## src/pps_regs.svh

```systemverilog
// Register offsets, reset values, field positions and timing figures for
// the port power and port split block.
// Included by bare name; assumes a 40 MHz core clock.
`ifndef PPS_REGS_SVH
`define PPS_REGS_SVH

`define PPS_OFF_LOCKOUT       16'h30e1
`define PPS_OFF_SPLIT_PORT    16'h3c48
`define PPS_OFF_SPLIT_GLOBAL  16'h4141
`define PPS_OFF_P4_SELECT     16'h416e
`define PPS_OFF_P5_SELECT     16'h416f
`define PPS_OFF_LINK_TIMEOUT  16'h4171
`define PPS_OFF_TOGGLE_TIME   16'h4176

`define PPS_RST_LOCKOUT       8'h0a
`define PPS_RST_SPLIT_PORT    8'h00
`define PPS_RST_SPLIT_GLOBAL  8'h00
`define PPS_RST_P4_SELECT     8'h42
`define PPS_RST_P5_SELECT     8'h06
`define PPS_RST_LINK_TIMEOUT  8'h05
`define PPS_RST_TOGGLE_TIME   8'h05

`define PPS_BIT_GLOBAL        0
`define PPS_BIT_P4_SPLIT      5
`define PPS_BIT_P5_SPLIT      6
`define PPS_MASK_SPLIT_PORT   8'h60
`define PPS_MASK_GLOBAL       8'h01
`define PPS_MASK_TIMEOUT      8'h07

`define PPS_P4_SEL_A          8'h42
`define PPS_P4_SEL_B          8'h05
`define PPS_P5_SEL_A          8'h06
`define PPS_P5_SEL_B          8'h04

`define PPS_LINK_BAD_FIRST    4'h4
`define PPS_LINK_BAD_LAST     4'h9

`define PPS_CLK_HZ            40000000
`define PPS_TICK_MS           1
`define PPS_TIMEOUT_C1_MS     11'h064
`define PPS_TIMEOUT_C2_MS     11'h0fa
`define PPS_TIMEOUT_C3_MS     11'h1f4
`define PPS_TIMEOUT_C4_MS     11'h2ee
`define PPS_TIMEOUT_C5_MS     11'h3e8
`define PPS_TIMEOUT_C6_MS     11'h7d0
`define PPS_TOGGLE_BASE_MS    12'h15e
`define PPS_TOGGLE_STEP_MS    12'h00a

`endif

```

## src/pps_pkg.sv

```systemverilog
// Types shared by the port power and port split modules.
// Assumes nothing of its surroundings.
`default_nettype none

package pps_pkg;

    typedef struct packed {
        logic        write;
        logic        read;
        logic        fromOtp;
        logic [15:0] addr;
        logic [7:0]  wdata;
    } pps_cfg_req_type;

    typedef struct packed {
        logic        enable;
        logic [10:0] timeoutMs;
        logic [11:0] toggleMs;
    } pps_split_cfg_type;

    typedef enum logic [1:0] {
        SPLIT_OFF   = 2'h0,
        SPLIT_WATCH = 2'h1,
        SPLIT_LOW   = 2'h2
    } pps_split_state_type;

    typedef enum logic [2:0] {
        REG_NONE         = 3'h0,
        REG_LOCKOUT      = 3'h1,
        REG_SPLIT_PORT   = 3'h2,
        REG_SPLIT_GLOBAL = 3'h3,
        REG_P4_SELECT    = 3'h4,
        REG_P5_SELECT    = 3'h5,
        REG_LINK_TIMEOUT = 3'h6,
        REG_TOGGLE_TIME  = 3'h7
    } pps_reg_sel_type;

endpackage

`default_nettype wire

```

## src/pps_ms_tick.sv

```systemverilog
// Millisecond tick generator for all block timers.
// Assumes CYCLES core clock periods make one millisecond.
`timescale 1ns/1ps
`default_nettype none

module pps_ms_tick #(
    parameter int CYCLES = 40000
) (
    // Clock and reset
    input  wire logic sys_clk,
    input  wire logic rst,
    // Tick
    output logic      msTick
);

    localparam int W = $clog2(CYCLES + 1);

    logic [W-1:0] count_reg;

    always_ff @(posedge sys_clk or posedge rst)
    begin
        if (rst)
        begin
            count_reg <= '0;
            msTick    <= 1'b0;
        end
        else if (count_reg == W'(CYCLES - 1))
        begin
            count_reg <= '0;
            msTick    <= 1'b1;
        end
        else
        begin
            count_reg <= count_reg + 1'b1;
            msTick    <= 1'b0;
        end
    end

endmodule

`default_nettype wire

```

## src/pps_split_port.sv

```systemverilog
// Link watchdog and power pin sequencer for one split port.
// Assumes the link state comes from logic on the same clock.
`timescale 1ns/1ps
`default_nettype none
`include "pps_regs.svh"

module pps_split_port (
    // Clock and reset
    input  wire logic                       sys_clk,
    input  wire logic                       rst,
    // Timing and configuration
    input  wire logic                       msTick,
    input  wire pps_pkg::pps_split_cfg_type cfg,
    input  wire logic [3:0]                 linkState,
    // Pin control
    output logic                            pinHigh,
    output logic                            pulsing
);

    pps_pkg::pps_split_state_type state_reg;
    logic [3:0]                   held_reg;
    logic [10:0]                  stuck_reg;
    logic [11:0]                  low_reg;

    function automatic logic linkBad(input logic [3:0] ls);
        linkBad = ls >= `PPS_LINK_BAD_FIRST && ls <= `PPS_LINK_BAD_LAST;
    endfunction

    always_ff @(posedge sys_clk or posedge rst)
    begin
        if (rst)
        begin
            state_reg <= pps_pkg::SPLIT_OFF;
            held_reg  <= 4'h0;
            stuck_reg <= 11'h000;
            low_reg   <= 12'h000;
        end
        else
        begin
            held_reg <= linkState;
            unique case (state_reg)
                pps_pkg::SPLIT_OFF:
                begin
                    stuck_reg <= 11'h000;
                    if (cfg.enable)
                        state_reg <= pps_pkg::SPLIT_WATCH;
                end
                pps_pkg::SPLIT_WATCH:
                begin
                    // A change of state, even between bad ones, restarts
                    if (!cfg.enable)
                        state_reg <= pps_pkg::SPLIT_OFF;
                    else if (cfg.timeoutMs == 11'h000 ||
                             !linkBad(linkState) ||
                             linkState != held_reg)
                        stuck_reg <= 11'h000;
                    else if (msTick)
                    begin
                        if (11'(stuck_reg + 11'h001) >= cfg.timeoutMs)
                        begin
                            state_reg <= pps_pkg::SPLIT_LOW;
                            low_reg   <= cfg.toggleMs;
                            stuck_reg <= 11'h000;
                        end
                        else
                            stuck_reg <= 11'(stuck_reg + 11'h001);
                    end
                end
                pps_pkg::SPLIT_LOW:
                begin
                    if (!cfg.enable)
                        state_reg <= pps_pkg::SPLIT_OFF;
                    else if (msTick)
                    begin
                        if (low_reg <= 12'h001)
                            state_reg <= pps_pkg::SPLIT_WATCH;
                        else
                            low_reg <= 12'(low_reg - 12'h001);
                    end
                end
                default:
                    state_reg <= pps_pkg::SPLIT_OFF;
            endcase
        end
    end

    always_ff @(posedge sys_clk or posedge rst)
    begin
        if (rst)
        begin
            pinHigh <= 1'b0;
            pulsing <= 1'b0;
        end
        else
        begin
            pinHigh <= state_reg == pps_pkg::SPLIT_WATCH;
            pulsing <= state_reg == pps_pkg::SPLIT_LOW;
        end
    end
endmodule

`default_nettype wire

```

## src/pps_top.sv

```systemverilog
// Downstream port power pins with overcurrent lockout, and the SuperSpeed
// split power pins for ports 4 and 5 with their stuck-link watchdog.
// Assumes one core clock, configuration writes from SMBus during the
// configuration stage or from OTP through one shared access port, and
// link states and power requests from logic on the same clock.
`timescale 1ns/1ps
`default_nettype none
`include "pps_regs.svh"

module pps_top #(
    parameter int NUM_PORTS = 5,
    parameter int MS_CYCLES = `PPS_CLK_HZ / 1000 * `PPS_TICK_MS
) (
    // Clock and reset
    input  wire logic                     sys_clk,
    input  wire logic                     rst,
    // Configuration access
    input  wire pps_pkg::pps_cfg_req_type cfgReq,
    input  wire logic                     cfgStage,
    output logic [7:0]                    cfgRdata,
    output logic                          cfgRvalid,
    // Port power and sense pins
    input  wire logic [NUM_PORTS-1:0]     portPowerOn,
    input  wire logic [NUM_PORTS-1:0]     senseIn,
    output logic [NUM_PORTS-1:0]          senseOut,
    output logic [NUM_PORTS-1:0]          senseOe,
    output logic [NUM_PORTS-1:0]          pullupEn,
    output logic [NUM_PORTS-1:0]          overcurrent,
    // Split ports 4 and 5
    input  wire logic [1:0][3:0]          linkStateStatus,
    output logic [3:0]                    splitGpioOut,
    output logic [3:0]                    splitGpioOe,
    output logic [1:0]                    splitResetActive
);

    logic [NUM_PORTS-1:0]      senseMeta_reg;
    logic [NUM_PORTS-1:0]      senseSync_reg;
    logic [NUM_PORTS-1:0]      powerPrev_reg;
    logic [NUM_PORTS-1:0][7:0] lockCnt_reg;
    logic [7:0]                lockoutCfg_reg;
    logic [7:0]                splitPort_reg;
    logic [7:0]                splitGlobal_reg;
    logic [7:0]                p4Select_reg;
    logic [7:0]                p5Select_reg;
    logic [7:0]                timeout_reg;
    logic [7:0]                toggle_reg;
    logic                      msTick;
    logic                      wrOk;
    pps_pkg::pps_reg_sel_type  wrSel;
    pps_pkg::pps_reg_sel_type  rdSel;
    logic [7:0]                rdMux;
    logic [11:0]               toggleMs;
    logic [1:0]                splitEn;
    logic [1:0][1:0]           pinSel;
    logic [1:0]                splitPinHigh;

    function automatic pps_pkg::pps_reg_sel_type decodeReg(
        input logic [15:0] addr
    );
        case (addr)
            `PPS_OFF_LOCKOUT:      decodeReg = pps_pkg::REG_LOCKOUT;
            `PPS_OFF_SPLIT_PORT:   decodeReg = pps_pkg::REG_SPLIT_PORT;
            `PPS_OFF_SPLIT_GLOBAL: decodeReg = pps_pkg::REG_SPLIT_GLOBAL;
            `PPS_OFF_P4_SELECT:    decodeReg = pps_pkg::REG_P4_SELECT;
            `PPS_OFF_P5_SELECT:    decodeReg = pps_pkg::REG_P5_SELECT;
            `PPS_OFF_LINK_TIMEOUT: decodeReg = pps_pkg::REG_LINK_TIMEOUT;
            `PPS_OFF_TOGGLE_TIME:  decodeReg = pps_pkg::REG_TOGGLE_TIME;
            default:               decodeReg = pps_pkg::REG_NONE;
        endcase
    endfunction

    function automatic logic [10:0] timeoutMs(input logic [2:0] code);
        case (code)
            3'h1:    timeoutMs = `PPS_TIMEOUT_C1_MS;
            3'h2:    timeoutMs = `PPS_TIMEOUT_C2_MS;
            3'h3:    timeoutMs = `PPS_TIMEOUT_C3_MS;
            3'h4:    timeoutMs = `PPS_TIMEOUT_C4_MS;
            3'h5:    timeoutMs = `PPS_TIMEOUT_C5_MS;
            3'h6:    timeoutMs = `PPS_TIMEOUT_C6_MS;
            // Code 0 disables; reserved code 7 is treated the same way
            default: timeoutMs = 11'h000;
        endcase
    endfunction

    // Bit 0 is option A, bit 1 option B; an unknown code drives no pin
    function automatic logic [1:0] selectOption(
        input logic [7:0] code,
        input logic [7:0] codeA,
        input logic [7:0] codeB
    );
        selectOption = {code == codeB, code == codeA};
    endfunction

    pps_ms_tick #(
        .CYCLES (MS_CYCLES)
    ) u_tick (
        .sys_clk (sys_clk),
        .rst     (rst),
        .msTick  (msTick)
    );

    // Configuration registers
    assign wrSel = decodeReg(cfgReq.addr);
    assign rdSel = decodeReg(cfgReq.addr);
    assign wrOk  = cfgReq.write && (cfgReq.fromOtp || cfgStage);

    always_ff @(posedge sys_clk or posedge rst)
    begin
        if (rst)
        begin
            lockoutCfg_reg  <= `PPS_RST_LOCKOUT;
            splitPort_reg   <= `PPS_RST_SPLIT_PORT;
            splitGlobal_reg <= `PPS_RST_SPLIT_GLOBAL;
            p4Select_reg    <= `PPS_RST_P4_SELECT;
            p5Select_reg    <= `PPS_RST_P5_SELECT;
            timeout_reg     <= `PPS_RST_LINK_TIMEOUT;
            toggle_reg      <= `PPS_RST_TOGGLE_TIME;
        end
        else if (wrOk)
        begin
            unique case (wrSel)
                pps_pkg::REG_NONE:
                    ;
                pps_pkg::REG_LOCKOUT:
                    lockoutCfg_reg <= cfgReq.wdata;
                pps_pkg::REG_SPLIT_PORT:
                    splitPort_reg <= cfgReq.wdata &
                                     `PPS_MASK_SPLIT_PORT;
                pps_pkg::REG_SPLIT_GLOBAL:
                    splitGlobal_reg <= cfgReq.wdata &
                                       `PPS_MASK_GLOBAL;
                pps_pkg::REG_P4_SELECT:
                    p4Select_reg <= cfgReq.wdata;
                pps_pkg::REG_P5_SELECT:
                    p5Select_reg <= cfgReq.wdata;
                pps_pkg::REG_LINK_TIMEOUT:
                    timeout_reg <= cfgReq.wdata &
                                   `PPS_MASK_TIMEOUT;
                pps_pkg::REG_TOGGLE_TIME:
                    toggle_reg <= cfgReq.wdata;
            endcase
        end
    end

    always_comb
    begin
        unique case (rdSel)
            pps_pkg::REG_NONE:         rdMux = 8'h00;
            pps_pkg::REG_LOCKOUT:      rdMux = lockoutCfg_reg;
            pps_pkg::REG_SPLIT_PORT:   rdMux = splitPort_reg;
            pps_pkg::REG_SPLIT_GLOBAL: rdMux = splitGlobal_reg;
            pps_pkg::REG_P4_SELECT:    rdMux = p4Select_reg;
            pps_pkg::REG_P5_SELECT:    rdMux = p5Select_reg;
            pps_pkg::REG_LINK_TIMEOUT: rdMux = timeout_reg;
            pps_pkg::REG_TOGGLE_TIME:  rdMux = toggle_reg;
        endcase
    end

    always_ff @(posedge sys_clk or posedge rst)
    begin
        if (rst)
        begin
            cfgRdata  <= 8'h00;
            cfgRvalid <= 1'b0;
        end
        else
        begin
            cfgRvalid <= cfgReq.read;
            if (cfgReq.read)
                cfgRdata <= rdMux;
        end
    end

    // Pin samples pass two flip-flops before anything looks at them
    always_ff @(posedge sys_clk or posedge rst)
    begin
        if (rst)
        begin
            senseMeta_reg <= '1;
            senseSync_reg <= '1;
            powerPrev_reg <= '0;
        end
        else
        begin
            senseMeta_reg <= senseIn;
            senseSync_reg <= senseMeta_reg;
            powerPrev_reg <= portPowerOn;
        end
    end

    // Pin drive; the pull-up is off while driving low to save power
    always_ff @(posedge sys_clk or posedge rst)
    begin
        if (rst)
        begin
            senseOut <= '0;
            senseOe  <= '1;
            pullupEn <= '0;
        end
        else
        begin
            senseOut <= '0;
            senseOe  <= ~portPowerOn;
            pullupEn <= portPowerOn;
        end
    end

    // Lockout and overcurrent; the first millisecond may be short by
    // up to one tick since the tick runs free
    always_ff @(posedge sys_clk or posedge rst)
    begin
        if (rst)
        begin
            lockCnt_reg <= '0;
            overcurrent <= '0;
        end
        else
        begin
            for (int p = 0; p < NUM_PORTS; p++)
            begin
                if (portPowerOn[p] && !powerPrev_reg[p])
                    lockCnt_reg[p] <= lockoutCfg_reg;
                else if (!portPowerOn[p])
                    lockCnt_reg[p] <= 8'h00;
                else if (msTick && lockCnt_reg[p] != 8'h00)
                    lockCnt_reg[p] <= lockCnt_reg[p] - 8'h01;
                overcurrent[p] <= portPowerOn[p] && powerPrev_reg[p] &&
                                  lockCnt_reg[p] == 8'h00 &&
                                  !senseSync_reg[p];
            end
        end
    end

    // Split ports; the power sense pin above is untouched by splitting
    assign toggleMs = `PPS_TOGGLE_BASE_MS +
                      12'(toggle_reg) * `PPS_TOGGLE_STEP_MS;
    assign splitEn  = {2{splitGlobal_reg[`PPS_BIT_GLOBAL]}} &
                      splitPort_reg[`PPS_BIT_P5_SPLIT:`PPS_BIT_P4_SPLIT];
    assign pinSel[0] = selectOption(p4Select_reg, `PPS_P4_SEL_A,
                                    `PPS_P4_SEL_B);
    assign pinSel[1] = selectOption(p5Select_reg, `PPS_P5_SEL_A,
                                    `PPS_P5_SEL_B);

    generate
        for (genvar s = 0; s < 2; s++)
        begin : g_split
            pps_pkg::pps_split_cfg_type splitCfg;

            assign splitCfg.enable    = splitEn[s];
            assign splitCfg.timeoutMs = timeoutMs(timeout_reg[2:0]);
            assign splitCfg.toggleMs  = toggleMs;

            pps_split_port u_split (
                .sys_clk   (sys_clk),
                .rst       (rst),
                .msTick    (msTick),
                .cfg       (splitCfg),
                .linkState (linkStateStatus[s]),
                .pinHigh   (splitPinHigh[s]),
                .pulsing   (splitResetActive[s])
            );
        end
    endgenerate

    // Split pins are drive only: nothing is sampled back from them
    always_ff @(posedge sys_clk or posedge rst)
    begin
        if (rst)
        begin
            splitGpioOut <= 4'h0;
            splitGpioOe  <= 4'h0;
        end
        else
        begin
            for (int s = 0; s < 2; s++)
            begin
                for (int o = 0; o < 2; o++)
                begin
                    splitGpioOe[2*s+o]  <= splitEn[s] && pinSel[s][o];
                    splitGpioOut[2*s+o] <= splitPinHigh[s];
                end
            end
        end
    end
endmodule

`default_nettype wire

```

## config.mk

```make
export PLATFORM = sky130hd
export DESIGN_NAME = pps_top
export DESIGN_NICKNAME = d
export VERILOG_FILES = /design/src/pps_pkg.sv /design/src/pps_ms_tick.sv /design/src/pps_split_port.sv /design/src/pps_top.sv
export VERILOG_INCLUDE_DIRS = /design/src /design/src/src
export SDC_FILE = /design/constraint.sdc
export NUM_CORES = 1
export LEC_CHECK = 0
export BUFFER_PORTS_ARGS = -buffer_cell sky130_fd_sc_hd__buf_2
export CORE_MARGIN = 1.5
export CORE_UTILIZATION = 60
export DETAILED_ROUTE_END_ITERATION = 8
export MAX_ROUTING_LAYER = met4
export PLACE_DENSITY = 0.86
export SYNTH_ARGS = -nofsm -noshare
export SYNTH_HDL_FRONTEND = slang
export SYNTH_SLANG_ARGS = --single-unit
```

## constraint.sdc

```tcl
create_clock -name sys_clk -period 19.1 [get_ports sys_clk]
set_input_delay 2.865 -clock sys_clk [delete_from_list [all_inputs] [get_ports sys_clk]]
set_output_delay 2.865 -clock sys_clk [all_outputs]
set_load 0.02 [all_outputs]
```

# ---- Yosys cells after proc, flatten, opt, wreduce, memory -nomap -nowiden
# Cells that the tools add are included.
dict set report totals {
  wordCells 265
  inputBits 48
  ff_bits 198
  output_inout_bits 39
}
dict set report classes {
  addsub 11
  eq_ne 64
  muxes 64
  bitwise 2
  n_reduce_logical 80
  order_cmp 8
  n_mul 1
}
# operator n
set ops {}
lappend ops {{$mux 12} 14}
lappend ops {{$mux 8} 15}
lappend ops {{$mux 11} 8}
lappend ops {{$eq 16x15->1 const B} 5}
lappend ops {{$pmux 11 s6} 1}
lappend ops {{$pmux 8 s8} 1}
lappend ops {{$pmux 12 s2} 2}
lappend ops {{$pmux 11 s2} 2}
lappend ops {{$logic_not 8->1} 5}
lappend ops {{$reduce_bool 8->1} 5}
lappend ops {{$sub 8x1->8 const B} 5}
lappend ops {{$eq 16x14->1 const B} 2}
lappend ops {{$logic_and 1x1->1} 32}
lappend ops {{$mux 2} 16}
lappend ops {{$ne 2x2->1 const B} 14}
lappend ops {{$eq 8x3->1 const B} 3}
lappend ops {{$le 12x1->1 const B} 2}
lappend ops {{$sub 12x1->12 const B} 2}
lappend ops {{$add 11x1->11 const B} 2}
lappend ops {{$ge 11x11->1} 2}
lappend ops {{$eq 3x3->1 const B} 7}
lappend ops {{$pmux 3 s7} 1}
lappend ops {{$ne 3x2->1 const B} 6}
lappend ops {{$ne 3x3->1 const B} 6}
lappend ops {{29 further kinds} 72}

# ---- Longest topological paths before layout
# Gate-level depths: netlist of run 1.
dict set report logic_depth {
  ltp_word 8
  depth_mapped 15
  mapped_depth_nobuf 13
}

# ---- Hierarchy
# From an unflattened synthesis of run 1, not the netlist that was laid out.
dict set report unflattened {
  hier_cells 1124
  hier_area_um2 11210.8
}
# mod seq_area_each_um2 instances cells_per_inst area_each_um2
set by_module_without_submodules {}
lappend by_module_without_submodules {pps_top 2984.1 1 599 6297.3}
lappend by_module_without_submodules {{pps_split_port at g_split[0].u_split} 775.7 1 231 2094.5}
lappend by_module_without_submodules {{pps_split_port at g_split[1].u_split} 775.7 1 223 2047.0}
lappend by_module_without_submodules {pps_ms_tick 425.4 1 71 772.0}

# ---- Worst setup path after synthesis of run 1
# OpenSTA, ideal clock, no wires.
dict set report synth_path {
  kind {input to register}
  from {in linkStateStatus[7] in the netlist's numbering}
  to {reg g_split[1].u_split.low_reg[6]}
  setup_slack_ps 14578
  setup_time_ps 126
  n_path_buf 2
  required_time_ps 18974
  stages 9
  arrival_time_ps 4396
  cell_sequence {nor4bb_1 o21ai_0 a211o_1 a311o_1 and2_1 buf_2 buf_6 a21oi_2 o22ai_1}
}
dict set report synth_between {
  elab_chain_cells 7
  word_cells_on_any_way 9
  classes_between {order compare (2); eq/ne (2); reduce/logical (5)}
}
# item line
set synth_rtl {}
lappend synth_rtl {{from (decl)} pps_top.sv:30} ;# input wire logic [1:0][3:0] linkStateStatus,
lappend synth_rtl {{$ge 4x3->1 (no line) / $le 4x4->1 (equally long branches)} --}
lappend synth_rtl {{$logic_and 1x1->1 (no line)} --}
lappend synth_rtl {{$logic_not 1->1} pps_split_port.sv:54} ;# !linkBad(linkState) ||
lappend synth_rtl {{$logic_or 1x1->1} pps_split_port.sv:53} ;# else if (cfg.timeoutMs == 11'h000 ||
lappend synth_rtl {{$logic_or 1x1->1 *} pps_split_port.sv:54}
lappend synth_rtl {{$ne 2x2->1 (no line) *} --}
lappend synth_rtl {{$reduce_and 8->1 (no line) *} --}
lappend synth_rtl {{to (signal assigned)} pps_split_port.sv:62} ;# low_reg <= cfg.toggleMs;
lappend synth_rtl {{to (signal assigned)} pps_split_port.sv:78} ;# low_reg <= 12'(low_reg - 12'h001);
lappend synth_rtl {{to (decl)} pps_split_port.sv:23} ;# logic [11:0] low_reg;
# Mark *: on every way between the ends. The rest lies on a longest branch, timed or not.
# A chain may end at the register's enable or synchronous reset.

# ---- Final worst setup path of run 1
dict set report layout_path {
  from {in linkStateStatus[6] in the netlist's numbering}
  to {reg g_split[1].u_split.stuck_reg[5]}
}
dict set report layout_between {
  elab_chain_cells 8
  word_cells_on_any_way 12
  classes_between {order compare (2); eq/ne (2); mux (3); reduce/logical (5)}
}
# item line
set layout_rtl {}
lappend layout_rtl {{$ge 4x3->1 (no line) / $le 4x4->1 (equally long branches)} --}
lappend layout_rtl {{$logic_and 1x1->1 (no line)} --}
lappend layout_rtl {{$logic_not 1->1} pps_split_port.sv:54}
lappend layout_rtl {{$logic_or 1x1->1} pps_split_port.sv:53}
lappend layout_rtl {{$logic_or 1x1->1 *} pps_split_port.sv:54}
lappend layout_rtl {{$mux 11} pps_split_port.sv:53}
lappend layout_rtl {{$mux 11} pps_split_port.sv:51} ;# if (!cfg.enable)
lappend layout_rtl {{$pmux 11 s2} pps_split_port.sv:41} ;# unique case (state_reg)
lappend layout_rtl {{to (signal assigned)} pps_split_port.sv:66} ;# stuck_reg <= 11'(stuck_reg + 11'h001);
lappend layout_rtl {{to (decl)} pps_split_port.sv:22} ;# logic [10:0] stuck_reg;
# Mark *: on every way between the ends. The rest lies on a longest branch, timed or not. The select of a mux whose other input is x is not followed.

==> summary.json, run 1 <==
{
  "hold_path": {
    "min-delay-path-class": "reg -> reg"
  },
  "finish": {
    "nFillCells": 1297,
    "finalCoreUtilization_pct": 68.2,
    "largest_reg_flops": 40,
    "syn2layout_area_growth_pct": 10.3,
    "final_layout_size_suffix_gt1_share_pct": 17.3,
    "design.final.nets": 1264
  },
  "floorplan": {
    "die_area_mm2": 0.0188,
    "core.rowCount": 48,
    "floorplan.die.width_um": 137,
    "starting_density_of_the_core_pct": 61.9,
    "die_h_um": 137,
    "floorplan.core_area_mm2": 0.0174,
    "io-pin-count": 87
  },
  "critical_path": {
    "critical-path-top-cell-by-count": "sky130_fd_sc_hd__o21ai_0",
    "path_buf_inv": 1,
    "timing.critical_path.fanout_max": 16,
    "required_ns": 19.47,
    "startpoint_type": "input port",
    "critPathArrivalTime_ns": 5.15,
    "timing.critical_path.max_delay_family": "simple AND/OR/NAND/NOR gates",
    "critical_path.slowest_cell": "sky130_fd_sc_hd__nor3_2",
    "timing.critical_path.slowest_cell_delay_ns": 0.73,
    "cp-end-kind": "register",
    "critPathKind": "in -> reg",
    "critical_path.cell_chain": "buf_2 -> nor4bb_1 -> o21ai_0 -> a211oi_1 -> nand4_1 -> nor3_2 -> o21ai_0 -> a31oi_1"
  },
  "clocking": {
    "cts-resized-gates": 0,
    "cts_post_setup_buffers_inserted": 0,
    "clock_tree.root_cell": "sky130_fd_sc_hd__clkbuf_16",
    "htree_levels": 4,
    "worst_setup_hold_path_clk_slew_ns": 0.08,
    "cts_tree": "done",
    "number_of_buffers_created_by_cts": 17,
    "cts.hold.buffers_added": 0,
    "clock-sinks": 197,
    "max-clock-path-buffers": 2,
    "clk-insertion-delay-late_ns": 0.45
  },
  "logic_synthesis": {
    "synth_largest_type_area_fraction_pct": 39.9,
    "async_flop_share_pct": 100,
    "number_of_storage_elements_in_the_synthesis_netlist": 197,
    "yosysWarningCount": 0,
    "synthesis.area_mm2": 0.0108,
    "netlist_instances": 1101,
    "cell_type_with_the_highest_aggregate_area_in_the_netlist": "sky130_fd_sc_hd__dfrtp_1",
    "synth-main-ff-cell": "sky130_fd_sc_hd__dfrtp_1",
    "synthTopCellsByArea": "sky130_fd_sc_hd__dfrtp_1, sky130_fd_sc_hd__dfstp_2, sky130_fd_sc_hd__ha_1",
    "post_synth.cell_area_avg_um2": 9.79,
    "post_synth_num_cell_types": 78,
    "synth-edff-count": 0,
    "sequential_share_of_the_synthesized_area_pct": 46.0
  },
  "drt": {
    "drt_iter0_markers": 592,
    "routed_wl_um": 25000,
    "firstDrtPassIters": 7,
    "detail_route.wl_per_cell_um": 17.8,
    "route.detailed.vias_per_inst": 6.24,
    "final_antenna_net_count": 0,
    "vias": 8754,
    "drt_drc_violations_left": 0
  },
  "power": {
    "power_leakage_nw": 5.49,
    "power.density_cell_area_mw_per_mm2": 71.6,
    "worst_ir_drop_vdd_uv": 67.7
  },
  "placement": {
    "dpl.hpwl_um": 17300,
    "place.port_buffers": 81,
    "place.gp.congestion": 0.875
  },
  "sta": {
    "slew_headroom_pct": 21.1,
    "tightestPinTransition_ns": 1.17,
    "fin_crit_ns": 4.78,
    "fin_crit_sh_pct": 25.0,
    "highest_clock_frequency_the_design_can_meet_ghz": 0.209,
    "slew_violations": 0,
    "rsz0062_at_grt": "no",
    "finalHoldViolations": 0,
    "finalSetupViolations": 0,
    "tns_ns": 0,
    "clock-skew-final_ns": 0.0127
  },
  "global_routing": {
    "global_route_wire_length_before_repair_um": 41300,
    "largest_net_degree_at_the_start_of_global_routing": 115,
    "grt-busiest-layer": "met2",
    "met2_usage_pct": 47.5,
    "grt_use_total_pct": 29.1,
    "use_met3_pct": 5.07,
    "gr-usage-met1_pct": 35.9,
    "via_count_of_the_first_global_routing_pass": 8477,
    "antenna_violations_before_repair": 1,
    "overflow": 0
  },
  "job": {
    "maxCapViolCount": 0
  },
  "status": {
    "outcome": "complete, no violations"
  }
}
## metal layers
layer / share of wire, % / wire length, um
met5: 0 / 0
met3: 5.2 / 1310
met2: 50 / 12500
met4: 3.0 / 760
met1: 42 / 10500
## worst register-to-register path, cell delays in order (launching register included)
cell	delay [ns]
sky130_fd_sc_hd__dfrtp_1	0.44
sky130_fd_sc_hd__ha_1	0.26
sky130_fd_sc_hd__nand3_1	0.18
sky130_fd_sc_hd__nor2_1	0.24
sky130_fd_sc_hd__and3_1	0.27
sky130_fd_sc_hd__xor2_1	0.18
sky130_fd_sc_hd__ha_1	0.27
sky130_fd_sc_hd__a21o_1	0.16
sky130_fd_sc_hd__a21o_1	0.17
sky130_fd_sc_hd__a21oi_1	0.17
sky130_fd_sc_hd__o2111ai_1	0.43
sky130_fd_sc_hd__or2_0	0.50
sky130_fd_sc_hd__o41ai_2	0.32
## kinds of logic after synthesis
logic type / after synthesis / share of synthesized area (%)
AO/OA/AOI/OAI: 253 / 15.3
XOR/XNOR: 74 / 6.01
adder cells (fa/ha/maj): 51 / 5.99
buffers and inverters: 87 / 3.65
flip-flops: 197 / 46.0
multiplexers: 49 / 4.99
other: 1 / 0.0348
AND/OR/NAND/NOR: 389 / 18.0
## cell usage in the layout, fill, tap and decap left out, types with 31 or more instances in the layout
cell type                  synthesis  layout
sky130_fd_sc_hd__a211oi_1         33      33
sky130_fd_sc_hd__a21oi_1          65      65
sky130_fd_sc_hd__buf_2             5      81
sky130_fd_sc_hd__dfrtp_1         172     172
sky130_fd_sc_hd__ha_1             50      50
sky130_fd_sc_hd__inv_1            41      40
sky130_fd_sc_hd__mux2_2           38      38
sky130_fd_sc_hd__nand2_1          73      73
sky130_fd_sc_hd__nand3_1          31      31
sky130_fd_sc_hd__nor2_1          132     132
sky130_fd_sc_hd__nor3_1           31      31
sky130_fd_sc_hd__o21ai_0          61      61
sky130_fd_sc_hd__xnor2_1          46      46
## final timing paths
check,start,end,slack (ns),cells after the start
worst min register to register,g_split[0].u_split.pinHigh,splitGpioOut[1],0.35,0
max in group asynchronous,rst,lockCnt_reg[26],15.07,3
worst min-delay path,g_split[0].u_split.pinHigh,splitGpioOut[1],0.35,0
worst max register to register,g_split[0].u_split.stuck_reg[0],g_split[0].u_split.stuck_reg[5],15.41,12
min in group asynchronous,rst,g_split[0].u_split.low_reg[9],2.53,2
worst max-delay path,linkStateStatus[6],g_split[1].u_split.stuck_reg[5],14.32,8
## cell type report
type / count / area, um2 / area share [%]
tap: 225 / 282 / 2.37
inverter: 46 / 180 / 1.52
multi-input combinational: 821 / 5440 / 45.8
clock inverter: 14 / 166 / 1.40
clock buffer: 18 / 439 / 3.70
timing repair buffer: 82 / 413 / 3.48
sequential: 197 / 4960 / 41.8
antenna: 1 / 2.50 / 0.0211
## synthesized netlist by cell type, types with 4 or more instances
master and number:
sky130_fd_sc_hd__a211oi_1 33, sky130_fd_sc_hd__a21o_1 7, sky130_fd_sc_hd__a21oi_1 65, sky130_fd_sc_hd__a221oi_1 4, sky130_fd_sc_hd__a222oi_1 5, sky130_fd_sc_hd__a22o_1 7
sky130_fd_sc_hd__a31oi_1 10, sky130_fd_sc_hd__and2_1 7, sky130_fd_sc_hd__and3_1 13, sky130_fd_sc_hd__buf_2 5, sky130_fd_sc_hd__buf_4 12, sky130_fd_sc_hd__clkbuf_1 21
sky130_fd_sc_hd__clkinv_1 4, sky130_fd_sc_hd__dfrtp_1 172, sky130_fd_sc_hd__dfstp_2 25, sky130_fd_sc_hd__ha_1 50, sky130_fd_sc_hd__inv_1 41, sky130_fd_sc_hd__mux2_2 38
sky130_fd_sc_hd__mux2i_1 11, sky130_fd_sc_hd__nand2_1 73, sky130_fd_sc_hd__nand2b_1 17, sky130_fd_sc_hd__nand3_1 31, sky130_fd_sc_hd__nand4_1 13, sky130_fd_sc_hd__nor2_1 132
sky130_fd_sc_hd__nor2b_1 5, sky130_fd_sc_hd__nor3_1 31, sky130_fd_sc_hd__nor4_1 18, sky130_fd_sc_hd__o21ai_0 61, sky130_fd_sc_hd__o21ai_1 6, sky130_fd_sc_hd__o22ai_1 9
sky130_fd_sc_hd__o31ai_1 5, sky130_fd_sc_hd__or2_2 6, sky130_fd_sc_hd__or3_1 13, sky130_fd_sc_hd__or4_1 6, sky130_fd_sc_hd__xnor2_1 46, sky130_fd_sc_hd__xor2_1 28
## where the power goes
group          internal [mW]  switching, mW  total (mW)  leakage, nW
Clock                  0.200          0.169       0.370        0.293
Sequential             0.426        0.00805       0.434         2.48
Combinational         0.0156         0.0312      0.0468         2.71
Total                  0.642          0.209       0.851         5.49
## per-stage QoR
stage                     power (mW)  hold WS [ns]  instance area, um2  instances  worst slack (ns)
final                          0.851         0.354               11900       1404             14.32
after global routing           0.878         0.359               11900       1404             14.10
after CTS                      0.854         0.358               11900       1403             14.33
after detailed placement       0.488         0.346               11300       1371             13.87
after global placement         0.486         0.333               11300       1371             14.06
after floorplan                0.470         0.331               10800       1105             10.91
Power figures use the tool's default switching activity.
==> inputs of run 2 (changes only) <==
==> constraint.sdc (replaced) <==
create_clock -name sys_clk -period 5 [get_ports sys_clk]
set_input_delay 0.75 -clock sys_clk [delete_from_list [all_inputs] [get_ports sys_clk]]
set_output_delay 0.75 -clock sys_clk [all_outputs]
set_load 0.02 [all_outputs]
==> run 2 against run 1 <==
Against the previous run: sequential cell count stayed put; die area stayed put; worst hold slack worse by 0.0058 ns; worst setup slack worse by 13 ns; sequential power grew to 3.8 times the previous value; critical path depth is 4 higher; total power grew to 3.7 times the previous value; non-clock buffer count is 2 higher; via count is 1.2% lower; clock-buffer cell count is 3 higher; largest power group unchanged; highest routed layer unchanged.
==> summary.json, run 2 (synthesized netlist as in run 1, its figures left out) <==
{
  "status": {
    "outcome": {"value": "complete, no violations", "change": "unchanged"}
  },
  "power": {
    "switching_share": {"value": 24.2, "unit": "%", "change": "was 24.5%"},
    "comb_power_share": {"value": 5.6, "unit": "%", "change": "was 5.5%"},
    "worst_ir_drop_vdd": {"value": 251, "unit": "uV", "change": "was 67.7 uV"},
    "power_frac_clock": {"value": 42.3, "unit": "%", "change": "was 43.5%"},
    "power.density_cell_area": {"value": 268, "unit": "mW/mm2", "change": "was 71.6 mW/mm2"},
    "p_seq_share": {"value": 52.1, "unit": "%", "change": "was 51.0%"},
    "switchingPower": {"value": 770, "unit": "uW", "change": "was 209 uW"},
    "internal_power": {"value": 2.42, "unit": "mW", "change": "was 642 uW"},
    "power_leakage": {"value": 5.48, "unit": "nW", "change": "was 5.49 nW"}
  },
  "sta": {
    "clock-skew-final": {"value": 0.0122, "unit": "ns", "change": "was 0.0127 ns"},
    "fin_crit_ns": 3.72,
    "hold_ws": {"value": 0.348, "unit": "ns", "change": "was 0.354 ns"},
    "tns": {"value": 0, "unit": "ns", "change": "unchanged"},
    "slew_headroom": {"value": 33.5, "unit": "%", "change": "was 21.1%"},
    "finalSetupViolations": {"value": 0, "change": "unchanged"},
    "fin_crit_sh_pct": 74.3,
    "finalHoldViolations": {"value": 0, "change": "unchanged"},
    "highest_clock_frequency_the_design_can_meet_ghz": 0.269,
    "slew_violations": {"value": 0, "change": "unchanged"},
    "tightestPinTransition": {"value": 0.990, "unit": "ns", "change": "was 1.17 ns"},
    "rsz0062_at_grt": {"value": "no", "change": "unchanged"}
  },
  "critical_path": {
    "worst-path-stages": {"value": 12, "change": "was 8"},
    "critPathArrivalTime": {"value": 4.05, "unit": "ns", "change": "was 5.15 ns"},
    "timing.critical_path.fanout_max": {"value": 11, "change": "was 16"},
    "cp-end-kind": {"value": "register", "change": "unchanged"},
    "timing.critical_path.max_delay_family": {"value": "compound AO/OA/AOI/OAI gates", "change": "was simple AND/OR/NAND/NOR gates"},
    "critical_path.slowest_cell": {"value": "sky130_fd_sc_hd__or2_0", "change": "was sky130_fd_sc_hd__nor3_2"},
    "path_buf_inv": {"value": 0, "change": "was 1"},
    "required": {"value": 5.33, "unit": "ns", "change": "was 19.47 ns"},
    "critPathKind": {"value": "reg -> reg", "change": "was in -> reg"},
    "worst_r2r_path_depth": {"value": 12, "change": "unchanged"},
    "timing.critical_path.slowest_cell_delay": {"value": 0.53, "unit": "ns", "change": "was 0.73 ns"},
    "critical_path.cell_chain": {"value": "ha_1 -> nand3_1 -> nor2_1 -> and3_1 -> xor2_1 -> ha_1 -> a21o_1 -> a21o_1 -> a21oi_1 -> o2111ai_1 -> or2_0 -> o41ai_2", "change": "was buf_2 -> nor4bb_1 -> o21ai_0 -> a211oi_1 -> nand4_1 -> nor3_2 -> o21ai_0 -> a31oi_1"},
    "startpoint_type": {"value": "register", "change": "was input port"}
  },
  "hold_path": {
    "min-delay-path-class": {"value": "reg -> reg", "change": "unchanged"},
    "whs_path_depth": {"value": 0, "change": "unchanged"}
  },
  "drt": {
    "detail_route.wl_per_cell": {"value": 17.5, "unit": "um", "change": "was 17.8 um"},
    "drt_iter0_markers": {"value": 672, "change": "was 592"},
    "vias": {"value": 8652, "change": "was 8754"},
    "firstDrtPassIters": {"value": 8, "change": "was 7"},
    "final_antenna_net_count": {"value": 0, "change": "unchanged"},
    "routed_wl": {"value": 24600, "unit": "um", "change": "was 25000 um"},
    "drt_drc_violations_left": {"value": 0, "change": "unchanged"},
    "route.detailed.vias_per_inst": {"value": 6.15, "change": "was 6.24"}
  },
  "finish": {
    "mostFrequentLayoutCell": {"value": "sky130_fd_sc_hd__dfrtp_1", "change": "unchanged"},
    "post-route-cell-area": {"value": 0.0119, "unit": "mm2", "change": "about the same"},
    "mostFrequentLayoutCells": {"value": "sky130_fd_sc_hd__dfrtp_1, sky130_fd_sc_hd__nor2_1, sky130_fd_sc_hd__buf_2", "change": "unchanged"},
    "design.final.nets": {"value": 1266, "change": "was 1264"},
    "non_filler_instance_count_after_layout": {"value": 1406, "change": "was 1404"},
    "largest_reg_flops": {"value": 40, "change": "unchanged"},
    "nFillCells": {"value": 1282, "change": "was 1297"},
    "final_layout_size_suffix_gt1_share": {"value": 17.3, "unit": "%", "change": "about the same"},
    "syn2layout_area_growth": {"value": 10.2, "unit": "%", "change": "was 10.3%"},
    "finalCoreUtilization": {"value": 68.2, "unit": "%", "change": "about the same"}
  },
  "clocking": {
    "max-clock-path-buffers": {"value": 2, "change": "unchanged"},
    "clock-sinks": {"value": 197, "change": "unchanged"},
    "cts_tree": {"value": "done", "change": "unchanged"},
    "cts-resized-gates": {"value": 0, "change": "unchanged"},
    "worst_setup_hold_path_clk_slew": {"value": 0.07, "unit": "ns", "change": "was 0.08 ns"},
    "cts_post_setup_buffers_inserted": {"value": 0, "change": "unchanged"},
    "htree_levels": {"value": 4, "change": "unchanged"},
    "cts.hold.buffers_added": {"value": 0, "change": "unchanged"},
    "clock_tree.root_cell": {"value": "sky130_fd_sc_hd__clkbuf_16", "change": "unchanged"},
    "number_of_buffers_created_by_cts": {"value": 17, "change": "unchanged"},
    "clk-insertion-delay-late": {"value": 0.44, "unit": "ns", "change": "was 0.45 ns"}
  },
  "floorplan": {
    "floorplan.core_area": {"value": 0.0174, "unit": "mm2", "change": "unchanged"},
    "starting_density_of_the_core": {"value": 61.9, "unit": "%", "change": "unchanged"},
    "io-pin-count": {"value": 87, "change": "unchanged"},
    "die_area": {"value": 0.0188, "unit": "mm2", "change": "unchanged"},
    "die_h": {"value": 137, "unit": "um", "change": "unchanged"},
    "floorplan.die.width": {"value": 137, "unit": "um", "change": "unchanged"},
    "core.rowCount": {"value": 48, "change": "unchanged"}
  },
  "placement": {
    "post-place-cells": {"value": 1373, "change": "was 1371"},
    "place.gp.congestion": {"value": 0.902, "change": "was 0.875"},
    "dpl.hpwl": {"value": 17100, "unit": "um", "change": "was 17300 um"},
    "place.port_buffers": {"value": 81, "change": "unchanged"},
    "placedInstanceArea": {"value": 0.0113, "unit": "mm2", "change": "about the same"}
  },
  "global_routing": {
    "via_count_of_the_first_global_routing_pass": {"value": 8469, "change": "was 8477"},
    "global_route_wire_length_before_repair": {"value": 40700, "unit": "um", "change": "was 41300 um"},
    "largest_net_degree_at_the_start_of_global_routing": {"value": 133, "change": "was 115"},
    "grt_use_total": {"value": 28.6, "unit": "%", "change": "was 29.1%"},
    "antenna_violations_before_repair": {"value": 1, "change": "unchanged"},
    "overflow": {"value": 0, "change": "unchanged"}
  },
  "job": {
    "maxCapViolCount": {"value": 0, "change": "unchanged"}
  }
}
[run 2: cell types whose count changed in the layout (fill, tap and decap cells not counted), sizes merged]
| cell | delta |
|---|---|
| clkinv | -2 |
| inv | -1 |
| bufinv | -1 |
| buf | +2 |
| clkbuf | +3 |
| clkinvlp | +1 |
[run 2: power groups by stage]
| stage | combinational [mW] | sequential [mW] | clock [mW] |
|---|---|---|---|
| 3_3_place_gp | 0.172 | 1.69 | 0 |
| 3_5_place_dp | 0.178 | 1.69 | 0 |
| 4_1_cts | 0.180 | 1.66 | 1.36 |
| 2_1_floorplan | 0.111 | 1.69 | 0 |
| 5_1_grt | 0.199 | 1.66 | 1.43 |
| 6_report | 0.178 | 1.66 | 1.35 |
[run 2: metrics by stage]
| step | power [mW] | setup WS (ns) |
|---|---|---|
| detailed placement | 1.87 | 1.34 |
| finish | 3.19 | 1.28 |
| global route | 3.29 | 0.965 |
| CTS | 3.20 | 1.32 |
| global placement | 1.86 | 1.54 |
| floorplan | 1.80 | 1.72 |
[run 2: layout make-up]
class | count | area, um2 | area share, %
clock inverter | 11 | 116 | 0.980
multi-input combinational | 821 | 5440 | 45.8
tap | 225 | 282 | 2.37
antenna | 1 | 2.50 | 0.0211
timing repair buffer | 84 | 440 | 3.71
sequential | 197 | 4960 | 41.8
clock buffer | 21 | 460 | 3.88
inverter | 46 | 176 | 1.49
[run 2: metal layers]
| metal | routed length (um) | vias to the layer above | part of all wire, % | track usage [%] |
|---|---|---|---|---|
| met5 | 0 | - | 0 | - |
| met4 | 806 | 0 | 3.3 | 13.0 |
| met3 | 1310 | 77 | 5.3 | 4.81 |
| met2 | 12200 | 303 | 50 | 45.8 |
| met1 | 10300 | 4182 | 42 | 35.8 |
| li1 | - | 4090 | - | - |
[run 2: final timing paths]
path / from / to / slack (ns)
min reg2reg: g_split[0].u_split.pinHigh / splitGpioOut[1] / 0.35
min: g_split[0].u_split.pinHigh / splitGpioOut[1] / 0.35
max in group asynchronous: rst / g_split[1].u_split.state_reg[1] / 3.85
min in group asynchronous: rst / u_tick.count_reg[8] / 0.49
max reg2reg: g_split[0].u_split.stuck_reg[0] / g_split[0].u_split.stuck_reg[5] / 1.28
max: g_split[0].u_split.stuck_reg[0] / g_split[0].u_split.stuck_reg[5] / 1.28
[run 2: worst reg2reg max path: stages, from the launching register on]
cell and delay (ns):
sky130_fd_sc_hd__dfrtp_1 0.42, sky130_fd_sc_hd__ha_1 0.25, sky130_fd_sc_hd__nand3_1 0.17, sky130_fd_sc_hd__nor2_1 0.24, sky130_fd_sc_hd__and3_1 0.27, sky130_fd_sc_hd__xor2_1 0.18, sky130_fd_sc_hd__ha_1 0.26, sky130_fd_sc_hd__a21o_1 0.16
sky130_fd_sc_hd__a21o_1 0.17, sky130_fd_sc_hd__a21oi_1 0.19, sky130_fd_sc_hd__o2111ai_1 0.45, sky130_fd_sc_hd__or2_0 0.53, sky130_fd_sc_hd__o41ai_2 0.33
==> inputs of run 3 (changes only) <==
==> constraint.sdc (replaced) <==
create_clock -name sys_clk -period 3.8 [get_ports sys_clk]
set_input_delay 0.57 -clock sys_clk [delete_from_list [all_inputs] [get_ports sys_clk]]
set_output_delay 0.57 -clock sys_clk [all_outputs]
set_load 0.02 [all_outputs]
==> run 3 against run 2 <==
Against the previous run: non-clock buffer count rose by 8; cell count up 0.57%; total power up 34%; sequential cell count did not move; worst hold slack worse by 0.15 ns; routed wire length up 0.35%; global-route usage is 0.051 points higher; clock-buffer cell count down 3; sequential power increased by 31%; clock skew decreased by 0.00085 ns; sequential share of layout area decreased by 0.38 points; worst setup slack got worse by 0.96 ns; critical path type unchanged; critical endpoint is now g_split[0].u_split.low_reg[9]; largest cell class unchanged; highest routed layer unchanged.
==> summary.json, run 3 (synthesized netlist as in run 1, its figures left out) <==
{
  "status": {
    "outcome": {"value": "complete, no violations", "change": "unchanged"}
  },
  "sta": {
    "slew_headroom": {"value": 24.9, "unit": "%", "change": "was 33.5%"},
    "rsz0062_at_grt": {"value": "no", "change": "unchanged"},
    "tns": {"value": 0, "unit": "ns", "change": "unchanged"},
    "tightestPinTransition": {"value": 1.12, "unit": "ns", "change": "was 0.990 ns"},
    "slew_violations": {"value": 0, "change": "unchanged"},
    "fin_crit": {"value": 3.48, "unit": "ns", "change": "was 3.72 ns"},
    "finalSetupViolations": {"value": 0, "change": "unchanged"},
    "highest_clock_frequency_the_design_can_meet": {"value": 0.288, "unit": "GHz", "change": "was 0.269 GHz"},
    "finalHoldViolations": {"value": 0, "change": "unchanged"},
    "clock-skew-final": {"value": 0.0114, "unit": "ns", "change": "was 0.0122 ns"},
    "fin_crit_sh": {"value": 91.5, "unit": "%", "change": "was 74.3%"}
  },
  "critical_path": {
    "timing.critical_path.max_delay_family": {"value": "compound AO/OA/AOI/OAI gates", "change": "unchanged"},
    "critical_path.reg2reg.startpoint": {"value": "g_split[0].u_split.stuck_reg[0]", "change": "unchanged"},
    "cp-end-kind": {"value": "register", "change": "unchanged"},
    "critical_path.cell_chain": {"value": "ha_1 -> nand3_1 -> nor2_1 -> and3_1 -> xor2_1 -> ha_1 -> a21o_1 -> a21o_1 -> a21oi_1 -> o21ai_0 -> a21boi_4 -> buf_4 -> o21ai_0 -> o21ai_0", "change": "was ha_1 -> nand3_1 -> nor2_1 -> and3_1 -> xor2_1 -> ha_1 -> a21o_1 -> a21o_1 -> a21oi_1 -> o2111ai_1 -> or2_0 -> o41ai_2"},
    "worst-path-stages": {"value": 14, "change": "was 12"},
    "critPathKind": {"value": "reg -> reg", "change": "unchanged"},
    "required": {"value": 4.16, "unit": "ns", "change": "was 5.33 ns"},
    "timing.critical_path.slowest_cell_delay": {"value": 0.43, "unit": "ns", "change": "was 0.53 ns"},
    "crit-reg2reg-capture": {"value": "g_split[0].u_split.low_reg[9]", "change": "was g_split[0].u_split.stuck_reg[5]"},
    "path_buf_inv": {"value": 1, "change": "was 0"},
    "timing.critical_path.fanout_max": {"value": 15, "change": "was 11"},
    "critPathArrivalTime": {"value": 3.83, "unit": "ns", "change": "was 4.05 ns"},
    "critical-path-top-cell-by-count": "sky130_fd_sc_hd__o21ai_0",
    "critical_path.slowest_cell": {"value": "sky130_fd_sc_hd__dfrtp_1", "change": "was sky130_fd_sc_hd__or2_0"},
    "cp-startpoint": {"value": "g_split[0].u_split.stuck_reg[0]", "change": "unchanged"},
    "startpoint_type": {"value": "register", "change": "unchanged"},
    "worst_r2r_path_depth": {"value": 14, "change": "was 12"},
    "reg2reg_slack": {"value": 0.32, "unit": "ns", "change": "was 1.28 ns"}
  },
  "finish": {
    "mostFrequentLayoutCells": {"value": "sky130_fd_sc_hd__dfrtp_1, sky130_fd_sc_hd__nor2_1, sky130_fd_sc_hd__buf_2", "change": "unchanged"},
    "non_filler_instance_count_after_layout": {"value": 1414, "change": "was 1406"},
    "syn2layout_area_growth": {"value": 11.2, "unit": "%", "change": "was 10.2%"},
    "final_layout_size_suffix_gt1_share": {"value": 17.9, "unit": "%", "change": "was 17.3%"},
    "largest_reg_flops": {"value": 40, "change": "unchanged"},
    "post-route-cell-area": {"value": 0.0120, "unit": "mm2", "change": "was 0.0119 mm2"},
    "design.final.nets": {"value": 1274, "change": "was 1266"},
    "mostFrequentLayoutCell": {"value": "sky130_fd_sc_hd__dfrtp_1", "change": "unchanged"}
  },
  "global_routing": {
    "antenna_violations_before_repair": {"value": 1, "change": "unchanged"},
    "overflow": {"value": 0, "change": "unchanged"},
    "met2_usage": {"value": 45.6, "unit": "%", "change": "was 45.8%"},
    "use_met3": {"value": 6.56, "unit": "%", "change": "was 4.81%"},
    "gr-usage-met1": {"value": 35.8, "unit": "%", "change": "about the same"},
    "global_route_wire_length_before_repair": {"value": 40600, "unit": "um", "change": "was 40700 um"},
    "largest_net_degree_at_the_start_of_global_routing": {"value": 66, "change": "was 133"},
    "grt-busiest-layer": {"value": "met2", "change": "unchanged"},
    "grt_use_total": {"value": 28.7, "unit": "%", "change": "was 28.6%"},
    "via_count_of_the_first_global_routing_pass": {"value": 8381, "change": "was 8469"}
  },
  "placement": {
    "placedInstanceArea": {"value": 0.0114, "unit": "mm2", "change": "was 0.0113 mm2"},
    "place.port_buffers": {"value": 81, "change": "unchanged"},
    "post-place-cells": {"value": 1381, "change": "was 1373"},
    "place.gp.congestion": {"value": 0.883, "change": "was 0.902"},
    "dpl.hpwl": {"value": 17400, "unit": "um", "change": "was 17100 um"}
  },
  "floorplan": {
    "floorplan.core_area": {"value": 0.0174, "unit": "mm2", "change": "unchanged"},
    "floorplan.die.width": {"value": 137, "unit": "um", "change": "unchanged"},
    "core.rowCount": {"value": 48, "change": "unchanged"},
    "io-pin-count": {"value": 87, "change": "unchanged"},
    "die_h": {"value": 137, "unit": "um", "change": "unchanged"},
    "die_area": {"value": 0.0188, "unit": "mm2", "change": "unchanged"},
    "starting_density_of_the_core": {"value": 61.9, "unit": "%", "change": "unchanged"}
  },
  "drt": {
    "drt_drc_violations_left": {"value": 0, "change": "unchanged"},
    "detail_route.wl_per_cell": {"value": 17.5, "unit": "um", "change": "about the same"},
    "route.detailed.vias_per_inst": {"value": 6.17, "change": "was 6.15"},
    "final_antenna_net_count": {"value": 0, "change": "unchanged"},
    "drt_iter0_markers": {"value": 802, "change": "was 672"},
    "firstDrtPassIters": {"value": 7, "change": "was 8"},
    "routed_wl": {"value": 24700, "unit": "um", "change": "was 24600 um"},
    "vias": {"value": 8725, "change": "was 8652"}
  },
  "power": {
    "power_leakage": {"value": 5.55, "unit": "nW", "change": "was 5.48 nW"},
    "worst_ir_drop_vdd": {"value": 359, "unit": "uV", "change": "was 251 uV"},
    "power.density_cell_area": {"value": 357, "unit": "mW/mm2", "change": "was 268 mW/mm2"}
  },
  "job": {
    "maxCapViolCount": {"value": 0, "change": "unchanged"}
  },
  "clocking": {
    "cts-resized-gates": {"value": 0, "change": "unchanged"},
    "clk-insertion-delay-late": {"value": 0.46, "unit": "ns", "change": "was 0.44 ns"},
    "number_of_buffers_created_by_cts": {"value": 17, "change": "unchanged"},
    "clock-sinks": {"value": 197, "change": "unchanged"},
    "worst_setup_hold_path_clk_slew": {"value": 0.08, "unit": "ns", "change": "was 0.07 ns"},
    "cts.hold.buffers_added": {"value": 0, "change": "unchanged"},
    "clock_tree.root_cell": {"value": "sky130_fd_sc_hd__clkbuf_16", "change": "unchanged"},
    "cts_tree": {"value": "done", "change": "unchanged"},
    "max-clock-path-buffers": {"value": 2, "change": "unchanged"},
    "cts_post_setup_buffers_inserted": {"value": 0, "change": "unchanged"},
    "htree_levels": {"value": 4, "change": "unchanged"}
  },
  "hold_path": {
    "min-delay-path-class": {"value": "in -> reg", "change": "was reg -> reg"},
    "whs_path_depth": {"value": 1, "change": "was 0"},
    "timing.hold.worst_endpoint": {"value": "senseMeta_reg[4]", "change": "was splitGpioOut[1]"},
    "holdCritStartpoint": {"value": "senseIn[4]", "change": "was g_split[0].u_split.pinHigh"}
  }
}
-- run 3: how the worst max path moves through the flow --
stage,endpoint,slack (ns)
floorplan,cfgRdata[0],0.70
CTS,g_split[0].u_split.low_reg[9],0.22
finish,g_split[0].u_split.low_reg[9],0.32
global route,g_split[1].u_split.low_reg[4],0.01
global placement,g_split[0].u_split.low_reg[7],0.51
detailed placement,g_split[0].u_split.low_reg[9],0.24
-- run 3: layer usage --
layer	vias to the layer above	wire [um]
li1	4100	-
met1	4253	10600
met2	315	12000
met3	57	1450
met4	0	605
met5	-	0
-- run 3: layout make-up --
type                    instances  area [um2]
diodes                          1        2.50
flip-flops and latches        197        4960
clock inverters                14         176
clock buffers                  18         429
repair buffers                 92         513
multi-input cells             821        5440
fillers                      1297        5430
well taps                     225         282
inverters                      46         176
-- run 3: where the power goes --
group	switching (mW)	internal [mW]
registers	0.0408	2.14
logic	0.154	0.0833
clock network	0.861	1.00
total	1.06	3.23
-- run 3: stage by stage --
step	utilization, %	hold slack [ns]	total power, mW	setup WS [ns]
floorplan	-	0.331	2.37	0.704
global placement	65.3	0.338	2.45	0.509
detailed placement	65.3	0.335	2.46	0.239
CTS	68.8	0.191	4.31	0.224
global route	68.8	0.189	4.42	0.0118
finish	68.8	0.200	4.28	0.322
-- run 3: worst register-to-register path, delay by kind of cell, from the launching register on --
kind	cells	cell delay (ns)
and+or+nand+nor	3	0.69
adders and majority gates	2	0.53
DFF	1	0.43
xor gates and xnor gates	1	0.20
buffers and inverters	1	0.21
AOI/OAI and AO/OA	7	1.30
